==> src/btsd_regs.svh <==
// Constants for the bit-test-and-skip decoder
`ifndef BTSD_REGS_SVH
`define BTSD_REGS_SVH
`define BTSD_OP_HI 15
`define BTSD_OP_LO 12
`define BTSD_BIT_HI 11
`define BTSD_BIT_LO 9
`define BTSD_ACC_POS 8
`define BTSD_F_HI 7
`define BTSD_F_LO 0
`define BTSD_OP_CLEAR 4'hb
`define BTSD_OP_SET 4'ha
`define BTSD_IDX_LIMIT 8'h5f
`define BTSD_ACC_SPLIT 8'h60
`define BTSD_ACC_HI_PAGE 4'hf
`define BTSD_ACC_LO_PAGE 4'h0
`endif

==> src/btsd_pkg.sv <==
// Types for the bit-test-and-skip decoder
package btsd_pkg;
  typedef logic [11:0] btsd_addr_t;
  typedef enum logic [1:0] {BTSD_OP_NONE, BTSD_OP_SKIP_CLR, BTSD_OP_SKIP_SET} btsd_op_e;
  typedef enum logic {BTSD_ST_FETCH, BTSD_ST_TEST} btsd_state_e;
  typedef struct packed {
    btsd_state_e state;
    logic skip_pend;
    logic polarity;
    logic [2:0] bit_idx;
    btsd_addr_t mem_addr;
    logic mem_rd;
    logic skip;
    logic exec_idle;
    logic exec_other;
    logic [15:0] other_word;
  } btsd_state_s;
endpackage

==> src/btsd_dec_if.sv <==
// Operand fields passed from the decoder to the address resolver
`timescale 1ns/1ps
interface btsd_dec_if;
  logic acc_sel;
  logic [7:0] file_addr;
  logic ext_set_en;
  logic [7:0] bank_sel;
  btsd_pkg::btsd_addr_t idx_base;
  btsd_pkg::btsd_addr_t eff_addr;
  modport core (output acc_sel, file_addr, ext_set_en, bank_sel, idx_base, input eff_addr);
  modport resolver (input acc_sel, file_addr, ext_set_en, bank_sel, idx_base, output eff_addr);
endinterface

==> src/btsd_addr_resolve.sv <==
// Effective data address of the file operand
`timescale 1ns/1ps
`include "btsd_regs.svh"
module btsd_addr_resolve (
  btsd_dec_if.resolver dif // Operand fields in, address out
);
  import btsd_pkg::*;
  always_comb begin
    if (dif.acc_sel) begin
      dif.eff_addr = {dif.bank_sel[3:0], dif.file_addr};
    end else if (dif.ext_set_en && dif.file_addr <= `BTSD_IDX_LIMIT) begin
      // Base plus literal offset; wraps in the 12-bit data space
      dif.eff_addr = btsd_addr_t'(dif.idx_base + {4'h0, dif.file_addr});
    end else if (dif.file_addr < `BTSD_ACC_SPLIT) begin
      dif.eff_addr = {`BTSD_ACC_LO_PAGE, dif.file_addr};
    end else begin
      dif.eff_addr = {`BTSD_ACC_HI_PAGE, dif.file_addr};
    end
  end
endmodule

==> src/btsd_core.sv <==
// Bit-test-and-skip decode and execute core
`timescale 1ns/1ps
`include "btsd_regs.svh"
module btsd_core (
  input wire logic ref_clk_i, // 40 MHz instruction clock
  input wire logic resetn_i, // Async reset, active low
  input wire logic instr_valid_i, // Fetched word present
  input wire logic [15:0] instr_i, // Fetched instruction word
  output logic instr_ready_o, // Core takes a word this cycle
  input wire logic ext_set_en_i, // Extended instruction set enabled
  input wire logic [7:0] bank_select_register_i, // Bank for selector 1
  input wire btsd_pkg::btsd_addr_t idx_base_i, // Base for indexed literal offset
  output btsd_pkg::btsd_addr_t mem_addr_o, // Data memory read address
  output logic mem_rd_o, // Read strobe, data sampled in the same cycle
  input wire logic [7:0] mem_rdata_i, // Read data
  output logic skip_o, // Pulse: skip taken
  output logic exec_idle_o, // Pulse: discarded word run as idle
  output logic exec_other_o, // Pulse: word is not a bit test
  output logic [15:0] other_word_o // Word handed on with exec_other_o
);
  import btsd_pkg::*;

  function automatic btsd_op_e op_kind(input logic [15:0] w);
    unique case (w[`BTSD_OP_HI:`BTSD_OP_LO])
      `BTSD_OP_CLEAR: op_kind = BTSD_OP_SKIP_CLR;
      `BTSD_OP_SET: op_kind = BTSD_OP_SKIP_SET;
      default: op_kind = BTSD_OP_NONE;
    endcase
  endfunction

  btsd_state_s st_r;
  btsd_state_s st_nxt;
  btsd_dec_if dif ();
  btsd_op_e op;
  logic tested;

  assign dif.acc_sel = instr_i[`BTSD_ACC_POS];
  assign dif.file_addr = instr_i[`BTSD_F_HI:`BTSD_F_LO];
  assign dif.ext_set_en = ext_set_en_i;
  assign dif.bank_sel = bank_select_register_i;
  assign dif.idx_base = idx_base_i;

  btsd_addr_resolve u_resolve (
    .dif(dif.resolver)
  );

  assign op = op_kind(instr_i);
  // One-cycle read latency means a new word is refused while testing
  assign instr_ready_o = (st_r.state == BTSD_ST_FETCH);
  assign tested = mem_rdata_i[st_r.bit_idx];

  always_comb begin
    st_nxt = st_r;
    st_nxt.mem_rd = 1'b0;
    st_nxt.skip = 1'b0;
    st_nxt.exec_idle = 1'b0;
    st_nxt.exec_other = 1'b0;
    unique case (st_r.state)
      BTSD_ST_FETCH: begin
        if (instr_valid_i) begin
          if (st_r.skip_pend) begin
            st_nxt.skip_pend = 1'b0;
            st_nxt.exec_idle = 1'b1;
          end else if (op != BTSD_OP_NONE) begin
            st_nxt.polarity = (op == BTSD_OP_SKIP_SET);
            st_nxt.bit_idx = instr_i[`BTSD_BIT_HI:`BTSD_BIT_LO];
            st_nxt.mem_addr = dif.eff_addr;
            st_nxt.mem_rd = 1'b1;
            st_nxt.state = BTSD_ST_TEST;
          end else begin
            st_nxt.exec_other = 1'b1;
            st_nxt.other_word = instr_i;
          end
        end
      end
      BTSD_ST_TEST: begin
        // Set polarity skips on one, clear polarity on zero
        st_nxt.skip_pend = st_r.polarity ? tested : ~tested;
        st_nxt.skip = st_r.polarity ? tested : ~tested;
        st_nxt.state = BTSD_ST_FETCH;
      end
    endcase
  end

  always_ff @(posedge ref_clk_i or negedge resetn_i) begin
    if (!resetn_i) begin
      st_r <= '{state: BTSD_ST_FETCH, other_word: 16'h0000, mem_addr: 12'h000,
                bit_idx: 3'h0, default: 1'b0};
    end else begin
      st_r <= st_nxt;
    end
  end

  assign mem_addr_o = st_r.mem_addr;
  assign mem_rd_o = st_r.mem_rd;
  assign skip_o = st_r.skip;
  assign exec_idle_o = st_r.exec_idle;
  assign exec_other_o = st_r.exec_other;
  assign other_word_o = st_r.other_word;
endmodule

==> config.mk <==
export PLATFORM = sky130hd
export DESIGN_NAME = btsd_core
export DESIGN_NICKNAME = d
export VERILOG_FILES = /design/src/btsd_pkg.sv /design/src/btsd_dec_if.sv /design/src/btsd_addr_resolve.sv /design/src/btsd_core.sv
export VERILOG_INCLUDE_DIRS = /design/src
export SDC_FILE = /design/constraint.sdc
export NUM_CORES = 1
export LEC_CHECK = 0
export ABC_AREA = 1
export BUFFER_PORTS_ARGS = -buffer_cell sky130_fd_sc_hd__clkbuf_2
export CORE_MARGIN = 2
export CORE_UTILIZATION = 30
export DETAILED_ROUTE_END_ITERATION = 10
export PLACE_DENSITY_LB_ADDON = 0.25
export SLEW_MARGIN = 15
export SYNTH_ARGS = -nofsm -noshare
export SYNTH_HDL_FRONTEND = slang
export SYNTH_SLANG_ARGS = --single-unit
==> constraint.sdc <==
create_clock -name ref_clk_i -period 2.09 [get_ports ref_clk_i]
set_input_delay 0.1045 -clock ref_clk_i [delete_from_list [all_inputs] [get_ports ref_clk_i]]
set_output_delay 0.1045 -clock ref_clk_i [all_outputs]
set_load 0.01 [all_outputs]
* Word-level counts from Yosys, hierarchy flattened
Cells that the tools add are included.
Word-level totals: register bits 38, logic and storage cells 46
Operators by class: reduce and logical (&&, ||, !) cells 4, add/sub/neg operators 1, $lt $le $gt $ge 3, equal/unequal tests 4, bitwise operators 4, mux-type cells 20
Operator list (number):
- $mux W17 | 4
- $mux W12 | 3
- $mux W18 | 2
- $mux W19 | 1
- $add A12 B8 Y12 | 1
- $eq A4 B4 Y1 const B | 2
- $le A8 B7 Y1 const B | 1
- $lt A8 B7 Y1 const B | 1
- $pmux W2 S2 | 2
- $reduce_and A4 Y1 | 2
- $mux W1 | 7
- $lt A3 B4 Y1 const B | 1
- $not A1 Y1 | 4
- $bmux W1 S3 | 1
- $eq A2 B2 Y1 const B | 1
- $ne A2 B2 Y1 const B | 1
- $reduce_bool A2 Y1 | 1
- $logic_and A1 B1 Y1 | 1

* Depth between registers and ports, before layout
Gate-level depths: netlist (run 1).
depth after elaboration 8, gate-level depth with buffers 12

* Modules after synthesis
From an unflattened synthesis (run 1), not the netlist that was laid out.
Second synthesis, totals: cells, all modules 332, area, all modules 2436.1 um2
By module, submodules not included:
- btsd_core | seq. area each 925.9 um2, times used 1, cells an instance 207, area an instance 1742.9 um2
- btsd_addr_resolve | seq. area each 0.0 um2, times used 1, cells an instance 125, area an instance 693.2 um2

* Least setup slack after synthesis (run 1)
OpenSTA, ideal clock, no wires.
path kind input-to-reg, from in instr_i[0], to reg st_r, in the netlist mem_addr_o[8], required time 1.968 ns, stages on the path 12, slack 0.621 ns, arrival time 1.347 ns, cells stage by stage ha_1 inv_1 fa_1 nand3b_1 nand2_1 nand2_1 nand2_1 nand2_1 nand2_1 nand2_1 nand3_1 a21oi_1
On the way: longest elaborated chain between the ends 4, elaborated cells on any way between the ends 7, those cells by class add/sub (1); order compare (2); mux (3); reduce/logical (1)
Ends and longest elaborated chain:
- start: declaration | RTL line btsd_core.sv:8 | input wire logic [15:0] instr_i,
- $lt A8 B7 Y1 (no line) or $le A8 B7 Y1 (tied branches)
- $mux W12 or $logic_and A1 B1 Y1 (tied branches)
- $mux W12 * | RTL line btsd_addr_resolve.sv:11 | end else if (dif.ext_set_en && dif.file_addr <= `BTSD_IDX_LIMIT) begin
- $mux W12 * | RTL line btsd_addr_resolve.sv:9 | if (dif.acc_sel) begin
- end signal: assignment | RTL line btsd_core.sv:87 | st_r <= '{state: BTSD_ST_FETCH, other_word: 16'h0000, mem_addr: 12'h000,
- end signal: assignment | RTL line btsd_core.sv:90 | st_r <= st_nxt;
- end: declaration | RTL line btsd_core.sv:31 | btsd_state_s st_r;
Every way passes the cells marked *; elsewhere a longest branch is shown, timed or not. A chain may end at the register's enable or synchronous reset.

* Worst setup path after layout (run 1)
Ends and elaborated chain as after synthesis.

==> results of run 1 <==
-- timing repair --
action	CTS	global route
gates resized for setup	0	0
hold buffers	1	0
hold endpoints to repair	37	0
-- cell type report --
| cell class | instances | area, sq um |
|---|---|---|
| clock buffers | 5 | 68.8 |
| clock inverters | 3 | 17.5 |
| fillers | 901 | 5270 |
| inverters | 47 | 179 |
| multi-input cells | 205 | 1090 |
| flip-flops and latches | 37 | 926 |
| well taps | 105 | 131 |
| repair buffers | 79 | 405 |
-- power by group --
group          switching, mW  internal [mW]  leakage (nW)  total (mW)
Combinational          0.372          0.251          1.10       0.623
Clock                  0.270          0.230        0.0439       0.501
Sequential            0.0808          0.844         0.455       0.924
-- worst max-delay path, delay by kind of cell --
kind	cells	cell delay, ns
and+or+nand+nor	7	0.70
AOI/OAI and AO/OA	1	0.13
adders and majority gates	2	0.60
buffers and inverters	2	0.20
-- metal layers --
| metal | up-vias | share of wire, % |
|---|---|---|
| met3 | 5 | 6.4 |
| met1 | 897 | 49 |
| met5 | - | 0 |
| met4 | 0 | 1.3 |
| met2 | 64 | 43 |
| li1 | 1088 | - |
-- sequential cells by signal (all words and copies together), names as in the netlist --
signal        flops
mem_rd_o          1
st_r              5
mem_addr_o       12
exec_other_o      1
skip_o            1
other_word_o     16
exec_idle_o       1
-- per-stage QoR --
step / std cells / power, mW / hold slack, ns
after floorplan: 322 / 1.46 / -0.191
after global placement: 472 / 1.57 / 0.193
after detailed placement: 472 / 1.57 / 0.191
after CTS: 481 / 2.08 / 0.0213
after global routing: 481 / 2.20 / 0.0329
final: 481 / 2.05 / 0.0319
-- path summary, 6_finish.rpt --
check,end,slack (ns),cells after the start,start
max reg2reg,mem_addr_o[6],0.61,7,mem_rd_o
max,mem_addr_o[8],0.59,12,instr_i[0]
min reg2reg,other_word_o[11],0.47,2,other_word_o[11]
min,other_word_o[11],0.03,3,instr_i[11]
min in group asynchronous,other_word_o[3],0.40,3,resetn_i
max in group asynchronous,other_word_o[14],1.35,3,resetn_i
-- cells in the final DEF (no fill, tap or decap) --
| master | count |
|---|---|
| a21oi_1 | 14 |
| a21oi_2 | 1 |
| a31oi_1 | 1 |
| and3_1 | 1 |
| buf_4 | 2 |
| clkbuf_2 | 76 |
| clkbuf_8 | 5 |
| clkinv_2 | 2 |
| clkinvlp_4 | 1 |
| dfrtp_1 | 37 |
| dlygate4sd3_1 | 1 |
| fa_1 | 1 |
| ha_1 | 8 |
| inv_1 | 40 |
| inv_2 | 6 |
| inv_4 | 1 |
| nand2_1 | 86 |
| nand2_2 | 6 |
| nand3_1 | 16 |
| nand3_2 | 1 |
| nand3b_1 | 2 |
| nand4_1 | 3 |
| nor2_1 | 25 |
| nor2_2 | 1 |
| nor2_8 | 2 |
| nor3_1 | 1 |
| nor3_2 | 1 |
| o211ai_1 | 1 |
| o21ai_0 | 10 |
| o21ai_1 | 6 |
| o21ai_2 | 13 |
| o21bai_1 | 1 |
| xnor2_1 | 1 |
| xor2_1 | 3 |
-- cell families after synthesis --
logic type | count (synthesis) | synth area share [%]
flip-flops | 37 | 37.7
buffers and inverters | 80 | 17.7
AO/OA/AOI/OAI | 47 | 12.0
adder cells (fa/ha/maj) | 9 | 4.89
XOR/XNOR | 4 | 1.43
AND/OR/NAND/NOR | 145 | 26.3
==> flow_summary.toml, run 1 <==
[synthesis]
synth.most_common_cell = "nand2_1"
syn_area_sq_mm = 0.00246
yosys.area.top_type_share_pct = 37.7
synth.top_cells.by_count = "86 x nand2_1, 40 x inv_1, 37 x dfrtp_1, 29 x buf_4, 25 x nor2_1"
dominantRegCellSynth = "dfrtp_1"
post_synth.cell_area_avg_sq_um = 7.63
synth_enable_flop_cells = 0
syn_nets = 379
yosysSeqAreaShare_pct = 37.7
synth_area_leaders = "dfrtp_1 38%, nand2_1 13%, buf_4 8.9%"
yosys.cell_types.count = 31
post_synth_top_area_cell = "dfrtp_1"
yosys_warnings = 0
syn_inst = 322
synth-seq-cells = 37
postSynth.asyncResetShare_pct = 100

[hold_path]
worst_hold_path_type = "primary input to flip-flop"

[worst_setup_path]
critical_path.max_stage_delay_ns = 0.39
critical_path_peak_fanout = 3
cp_slowest_cell = "fa_1"
cell_by_cell_trace_of_the_critical_path = "clkbuf_2 -> ha_1 -> inv_1 -> fa_1 -> nand3b_1 -> nand2_1 -> nand2_1 -> nand2_1 -> nand2_1 -> nand3_1 -> nand3_1 -> a21oi_1"
cp_common_cell = "nand2_1"
timing.critical_path.required_ns = 2.31
worstSetupStartpointType = "primary input"
cp_data_arrival_time_ns = 1.72
crit_path_end_kind = "flip-flop"
crit_type = "primary input to flip-flop"

[clock_tree]
numCtsBuffers = 5
htree_num_levels = 2
max-clock-path-buffers = 2
cts_tree = "built"
clock_insertion_delay_worst_skew_ns = 0.29
cts.root.buffer_cell = "clkbuf_8"
post_cts.repair.setup_buffers = 0
cts.clk_slew.worst_paths_ns = 0.08
clock_sinks = 37

[floorplanning]
floorplan.die_area_sq_mm = 0.00893
starting_utilization_of_the_core_area_pct = 30.3
num_io_pins = 81
fp.dieH_um = 94.5
fp.coreArea_sq_mm = 0.00809
floorplan.die.width_um = 94.5
core.rowCount = 33

[detailed_routing]
firstDrtPassIters = 5
post_detailed_route_drc_marker_count = 0
via_count = 2054
post_dr_wirelength_cell_um = 11.8
ant_nets_after_route = 0
dr.first_iter.drc_count = 62
route.detailed.vias_per_inst = 4.27
route.final.wire_length_um = 5700

[timing]
unrepaired_setup_endpoints_after_global_routing = "false"
layout_min_cycle_time_ns = 1.50
fin_skew_ns = 0.00361
post-route-period-util_pct = 71.7
setup_tns_ns = 0
max_freq_mhz = 668
tightest_slew_ns = 0.495
timing.final.max_slew_violations = 0
report.final.setup_viol = 0
max-slew-margin-rel_pct = 67.0
hold_viol = 0
setup_slack_ns = 0.592

[global_routing]
number_of_global_route_vias_before_repair = 1901
grt_antenna_before_repair = 0
global_route_congestion_overflow_total = 0
groute.layer.met3.usage_pct = 3.03
grt_start_max_net_pins = 38
wire_length_of_the_first_global_routing_pass_um = 9180
groute.usage.overall_pct = 13.3
grt_busiest_layer = "met2"
grt_use_met1_pct = 18.3
grtUsageMet2_pct = 20.5

[placement]
place_congestion = 0.838
dp_slack_ns = 0.277
portBuffers = 76
estimated_wirelength_of_the_detail_placed_design_um = 4550
area_after_dpl_sq_mm = 0.00273

[power_and_ir_drop]
power.ir.vdd_worst_v = 0.000201
power_density_mw_per_mm2 = 726
power_leakage_nw = 1.59

[final_layout]
num_antenna_cells = 0
post-route-util_pct = 34.9
finalNetCount = 432
drive_above_1_share_pct = 31.4
synthToLayoutAreaGrowth_pct = 14.9
final_area_sq_mm = 0.00282

[status]
status = "finished clean"

[flow_run]
timing.max_cap.violations = 0
Note: power is estimated with default switching activity, not from simulation.
==> run 2: changes to the inputs <==
--- a/config.mk
+++ b/config.mk
@@ -6,7 +6,7 @@
 export SDC_FILE = /design/constraint.sdc
 export NUM_CORES = 1
 export LEC_CHECK = 0
-export ABC_AREA = 1
+export ABC_AREA = 0
 export BUFFER_PORTS_ARGS = -buffer_cell sky130_fd_sc_hd__clkbuf_2
 export CORE_MARGIN = 2
 export CORE_UTILIZATION = 30
==> constraint.sdc (replaced) <==
create_clock -name ref_clk_i -period 1.54 [get_ports ref_clk_i]
set_input_delay 0.077 -clock ref_clk_i [delete_from_list [all_inputs] [get_ports ref_clk_i]]
set_output_delay 0.077 -clock ref_clk_i [all_outputs]
set_load 0.01 [all_outputs]
==> flow_summary.toml, run 2 <==
[final_layout]
synthToLayoutAreaGrowth_pct = 29.8
num_antenna_cells = 0
finalNetCount = 384
drive_above_1_share_pct = 37.6
mostFrequentLayoutCells = "76 x clkbuf_2, 66 x nand2_1, 37 x dfrtp_1"
n_fill_cell = 754
layout_commonest_cell = "clkbuf_2"
post_layout_nonfiller_instances = 423
largest_register_ff_count = 16

[power_and_ir_drop]
total_switching_power_mw = 0.860
intPower_mw = 1.91
total_power_mw = 2.77
power_leakage_nw = 1.47
seq_power_share_pct = 45.2
switching_share_pct = 31.1
power_density_mw_per_mm2 = 991
power.ir.vdd_worst_v = 0.000366
combPwrFrac_pct = 30.2
share_clk_of_total_power_pct = 24.7

[detailed_routing]
route.detailed.vias_per_inst = 4.43
route.final.wire_length_um = 5170
firstDrtPassIters = 4
ant_nets_after_route = 0
via_count = 1874
post_detailed_route_drc_marker_count = 0
dr.first_iter.drc_count = 39
post_dr_wirelength_cell_um = 12.2

[placement]
place_congestion = 0.755
portBuffers = 76
estimated_wirelength_of_the_detail_placed_design_um = 4220
placed_cells_incl_taps = 412

[clock_tree]
cts.root.buffer_cell = "clkbuf_8"
max-clock-path-buffers = 2
cts_tree = "built"
numCtsBuffers = 5
clock_sinks = 37
htree_num_levels = 2
clock_insertion_delay_worst_skew_ns = 0.28
cts.clk_slew.worst_paths_ns = 0.07

[timing]
max_freq_mhz = 600
fin_skew_ns = 0.00171
max-slew-margin-rel_pct = 68.7
timing.final.max_slew_violations = 0
tightest_slew_ns = 0.470
report.final.setup_viol = 1
fin_worst_hold_slack_ns = 0.00559
unrepaired_setup_endpoints_after_global_routing = "true"
hold_viol = 0
setup_slack_ns = -0.127
layout_min_cycle_time_ns = 1.67
post-route-period-util_pct = 108

[floorplanning]
core.rowCount = 30
floorplan.die_area_sq_mm = 0.00787
starting_utilization_of_the_core_area_pct = 31.3
fp.coreArea_sq_mm = 0.00687
fp.dieH_um = 88.7
floorplan.die.width_um = 88.7
num_io_pins = 81

[hold_path]
worst_hold_path_type = "primary input to flip-flop"
startpoint_of_the_tightest_hold_check_path = "instr_i[9]"

[worst_setup_path]
setup.worst_path.end = "st_r[36]"
cp-startpoint = "st_r[32]"
r2r_start = "st_r[32]"
crit_type = "flip-flop to flip-flop"
worst_r2r_path_depth = 5
setup.reg_to_reg.worst_slack_ns = -0.13
worstReg2RegEnd = "st_r[36]"
cp_data_arrival_time_ns = 1.84
worstSetupStartpointType = "flip-flop"
critical_path_peak_fanout = 3
crit_path_end_kind = "flip-flop"
timing.critical_path.required_ns = 1.71

[synthesis]
synth_enable_flop_cells = 0
synth.most_common_cell = "nand2_1"
yosysSeqAreaShare_pct = 43.0
yosys.cell_types.count = 34
muxShareOfSynthArea_pct = 2.91
yosys.area.top_type_share_pct = 43.0
yosys_warnings = 0
synthAdderAreaFrac_pct = 5.58
postSynth.asyncResetShare_pct = 100
synth_area_leaders = "dfrtp_1 43%, nand2_1 12%, buf_4 9.8%"
syn_area_sq_mm = 0.00215
synth_top_family_by_area = "simple AND/OR/NAND/NOR gates"
compound_gate_fraction_of_synth_area_pct = 13.2
post_synth_top_area_cell = "dfrtp_1"
syn_inst = 246
xor_xnor_cell_area_share_of_the_yosys_netlist_pct = 4.48
dominantRegCellSynth = "dfrtp_1"
synthSimpleGateAreaFrac_pct = 18.7
post_synth.cell_area_avg_sq_um = 8.75
syn_nets = 303
synth.top_cells.by_count = "67 x nand2_1, 37 x dfrtp_1, 28 x buf_4, 19 x a21oi_1, 14 x nor2_1"
synth-seq-cells = 37

[flow_run]
timing.max_cap.violations = 0

[global_routing]
global_route_congestion_overflow_total = 0
grt_antenna_before_repair = 0
wire_length_of_the_first_global_routing_pass_um = 8250
groute.usage.overall_pct = 13.6
grt_start_max_net_pins = 22
number_of_global_route_vias_before_repair = 1728

[status]
status = "finished with violations"
failed_checks = "setup timing"
[run 2: cell count changes after synthesis, moves of 4 or more]
cell / delta
nand2b_1: +4
o21ai_1: -6
o21ai_2: -13
a21oi_1: +5
inv_1: -33
nand2_2: -6
a21o_1: +4
inv_2: -6
clkbuf_1: +4
nand3_1: -15
nor2_1: -11
xnor2_1: +4
nand2_1: -19
[run 2: power by group through the flow]
stage	Sequential (mW)	Combinational, mW	Clock [mW]
finish	1.25	0.834	0.682
global route	1.28	0.946	0.744
CTS	1.25	0.842	0.718
detailed placement	1.27	0.822	0
global placement	1.27	0.815	0
floorplan	1.24	0.632	0
[run 2: final cells by class]
class / count / area (sq um) / share of cell area (%)
clock buffers: 7 / 86.3 / 3.09
inverters: 7 / 26.3 / 0.941
multi-input cells: 168 / 993 / 35.6
flip-flops and latches: 37 / 926 / 33.2
well taps: 96 / 120 / 4.30
repair buffers: 108 / 641 / 22.9
[run 2: cells by family after synthesis]
kind of cell | after synthesis
simple gates | 97
compound gates | 48
buf+inv | 41
flops | 37
xor+xnor | 11
fa+ha+maj | 9
mux | 3
[run 2: stage by stage]
step	TNS [ns]	worst slack [ns]	utilization (%)	cell area (sq um)
4_1_cts	-0.146	-0.146	40.3	2770
3_3_place_gp	-0.741	-0.188	38.3	2630
6_report	-0.127	-0.127	40.7	2790
3_5_place_dp	-0.953	-0.216	38.3	2630
2_1_floorplan	-0.0452	-0.0452	-	2150
5_1_grt	-0.246	-0.191	40.7	2790
[run 2: worst min-delay path by stage]
stage                 endpoint  depth (start not counted)
6_report       other_word_o[9]                          3
5_1_grt               st_r[32]                          3
4_1_cts        other_word_o[9]                          3
3_5_place_dp      exec_other_o                          1
3_3_place_gp      exec_other_o                          1
2_1_floorplan      exec_idle_o                          0
[run 2: per-layer routing]
metal / global-route usage, % / share of wire, %
met1: 17.7 / 46
met2: 22.9 / 50
met3: 2.33 / 4.2
met4: 4.55 / 0.48
met5: 0 / 0
[run 2: timing repair]
item | 4_1_cts | 5_1_grt
endpoints found under the setup margin | 4 | 7
hold buffers | 3 | 0
buffers inserted | 0 | 1
gates resized for setup | 3 | 6
pin swaps | 2 | 2
hold endpoints to repair | 20 | 0
[run 2: critical path: stages (launching register included)]
cell and delay, ns:
dfrtp_1 0.41, mux4_2 0.52, mux2i_2 0.20, xor2_1 0.10
and2_4 0.14, a31o_4 0.20
==> run 3: changes to the inputs <==
--- a/config.mk
+++ b/config.mk
@@ -6,7 +6,7 @@
 export SDC_FILE = /design/constraint.sdc
 export NUM_CORES = 1
 export LEC_CHECK = 0
-export ABC_AREA = 0
+export ABC_AREA = 1
 export BUFFER_PORTS_ARGS = -buffer_cell sky130_fd_sc_hd__clkbuf_2
 export CORE_MARGIN = 2
 export CORE_UTILIZATION = 30
==> flow_summary.toml, run 3 (synthesis results as in run 1) <==
[power_and_ir_drop]
power_leakage_nw = 1.64
power.ir.vdd_worst_v = 0.000308
power_density_mw_per_mm2 = 963

[final_layout]
finalNetCount = 442
post_layout_nonfiller_instances = 491
layout_commonest_cell = "nand2_1"
n_fill_cell = 920
mostFrequentLayoutCells = "85 x nand2_1, 76 x clkbuf_2, 40 x inv_1"
sequential_cell_area_sq_um = 926
num_antenna_cells = 0
largest_register_ff_count = 16
drive_above_1_share_pct = 33.2
multi_input_comb_area_sq_mm = 0.00110
synthToLayoutAreaGrowth_pct = 17.9
final_area_sq_mm = 0.00290

[detailed_routing]
dr.first_iter.drc_count = 85
via_count = 2149
post_detailed_route_drc_marker_count = 0
route.detailed.vias_per_inst = 4.38
route.final.wire_length_um = 5940
firstDrtPassIters = 4
post_dr_wirelength_cell_um = 12.1
ant_nets_after_route = 0

[worst_setup_path]
worstSetupStartpointType = "flip-flop"
worst_r2r_path_depth = 7
critical_path_peak_fanout = 6
crit_type = "flip-flop to flip-flop"
critical_path.max_stage_delay_ns = 0.39
r2r_start = "mem_rd_o"
timing.critical_path.required_ns = 1.72
cp_data_arrival_time_ns = 1.56
cp_common_cell = "a21oi_1"
cp_slowest_cell = "dfrtp_1"
worstReg2RegEnd = "mem_addr_o[8]"
setup.reg_to_reg.worst_slack_ns = 0.15
crit_path_end_kind = "flip-flop"
cell_by_cell_trace_of_the_critical_path = "nor3_2 -> inv_2 -> nor2_8 -> buf_4 -> nand2_1 -> a21oi_1 -> a21oi_1"

[timing]
unrepaired_setup_endpoints_after_global_routing = "false"
max-slew-margin-rel_pct = 67.7
report.final.setup_viol = 0
post-route-period-util_pct = 90.0
tightest_slew_ns = 0.484
max_freq_mhz = 721
fin_skew_ns = 0.00486
layout_min_cycle_time_ns = 1.39
hold_viol = 0
setup_tns_ns = 0
timing.final.max_slew_violations = 0

[floorplanning]
floorplan.die.width_um = 94.5
fp.coreArea_sq_mm = 0.00809
fp.dieH_um = 94.5
core.rowCount = 33
num_io_pins = 81
floorplan.die_area_sq_mm = 0.00893
starting_utilization_of_the_core_area_pct = 30.3

[global_routing]
wire_length_of_the_first_global_routing_pass_um = 9640
grt_start_max_net_pins = 38
number_of_global_route_vias_before_repair = 2052
groute.usage.overall_pct = 14.1
grt_antenna_before_repair = 0
global_route_congestion_overflow_total = 0

[hold_path]
startpoint_of_the_tightest_hold_check_path = "instr_valid_i"
hold_path_end = "st_r[36]"
worst_hold_path_type = "primary input to flip-flop"
min_delay_path_depth = 2

[clock_tree]
max-clock-path-buffers = 2
numCtsBuffers = 5
post_cts.repair.setup_buffers = 0
clock_insertion_delay_worst_skew_ns = 0.28
cts_tree = "built"
cts.clk_slew.worst_paths_ns = 0.07
clock_sinks = 37
htree_num_levels = 2
cts.root.buffer_cell = "clkbuf_8"

[placement]
portBuffers = 76
place_congestion = 0.835
estimated_wirelength_of_the_detail_placed_design_um = 4690
area_after_dpl_sq_mm = 0.00280
placed_cells_incl_taps = 482

[flow_run]
timing.max_cap.violations = 0

[status]
status = "finished clean"
==> run 3: timing repair <==
action                                  in CTS  in global routing
endpoints found under the hold margin       37                  0
endpoints found under the setup margin       0                  1
hold buffers                                 1                  0
resized for setup                            0                  1
==> run 3: per-stage QoR <==
step	setup slack [ns]	hold WS [ns]	util, %	total power [mW]
floorplan	0.0984	-0.219	-	1.98
global placement	-0.0740	0.167	34.6	2.15
detailed placement	-0.103	0.168	34.6	2.16
CTS	0.140	0.00847	35.8	2.84
global route	0.0116	0.0224	35.8	3.00
finish	0.153	0.0158	35.8	2.79
==> run 3: cell type report <==
class	instances	area share, %
Clock buffer	6	2.51
Sequential cell	37	32.0
Inverter	47	6.18
Multi-Input combinational cell	205	37.9
Clock inverter	2	0.346
Tap cell	105	4.54
Timing Repair Buffer	89	16.6
==> run 3: how the worst max path moves through the flow <==
| stage | start | to | slack [ns] | cells past startpoint |
|---|---|---|---|---|
| 2_1_floorplan | instr_i[0] | mem_addr_o[8] | 0.1 | 12 |
| 3_3_place_gp | instr_i[0] | mem_addr_o[8] | -0.07 | 12 |
| 3_5_place_dp | instr_i[0] | mem_addr_o[8] | -0.10 | 12 |
| 4_1_cts | mem_rd_o | mem_addr_o[8] | 0.14 | 7 |
| 5_1_grt | st_r[32] | st_r[36] | 0.01 | 8 |
| 6_report | mem_rd_o | mem_addr_o[8] | 0.15 | 7 |
==> run 3: layer usage <==
layer / up-vias / share of wire [%] / track usage, %
met3: 4 / 5.8 / 2.63
met1: 968 / 48 / 18.3
met2: 71 / 45 / 23.5
li1: 1106 / - / -
met5: - / 0 / 0
met4: 0 / 1.2 / 4.95
==> run 3: report_power, final <==
group | total [mW] | internal [mW] | leakage, nW | switching, mW
Clock | 0.658 | 0.314 | 0.0450 | 0.344
Combinational | 0.871 | 0.359 | 1.14 | 0.512
Sequential | 1.26 | 1.15 | 0.455 | 0.115
==> run 3: critical path, delay by kind of cell (launching register included) <==
family                 cells  cell delay [ns]
AND/OR/NAND/NOR            3             0.39
AO/OA/AOI/OAI              2             0.22
flip-flops                 1             0.39
buffers and inverters      2             0.28
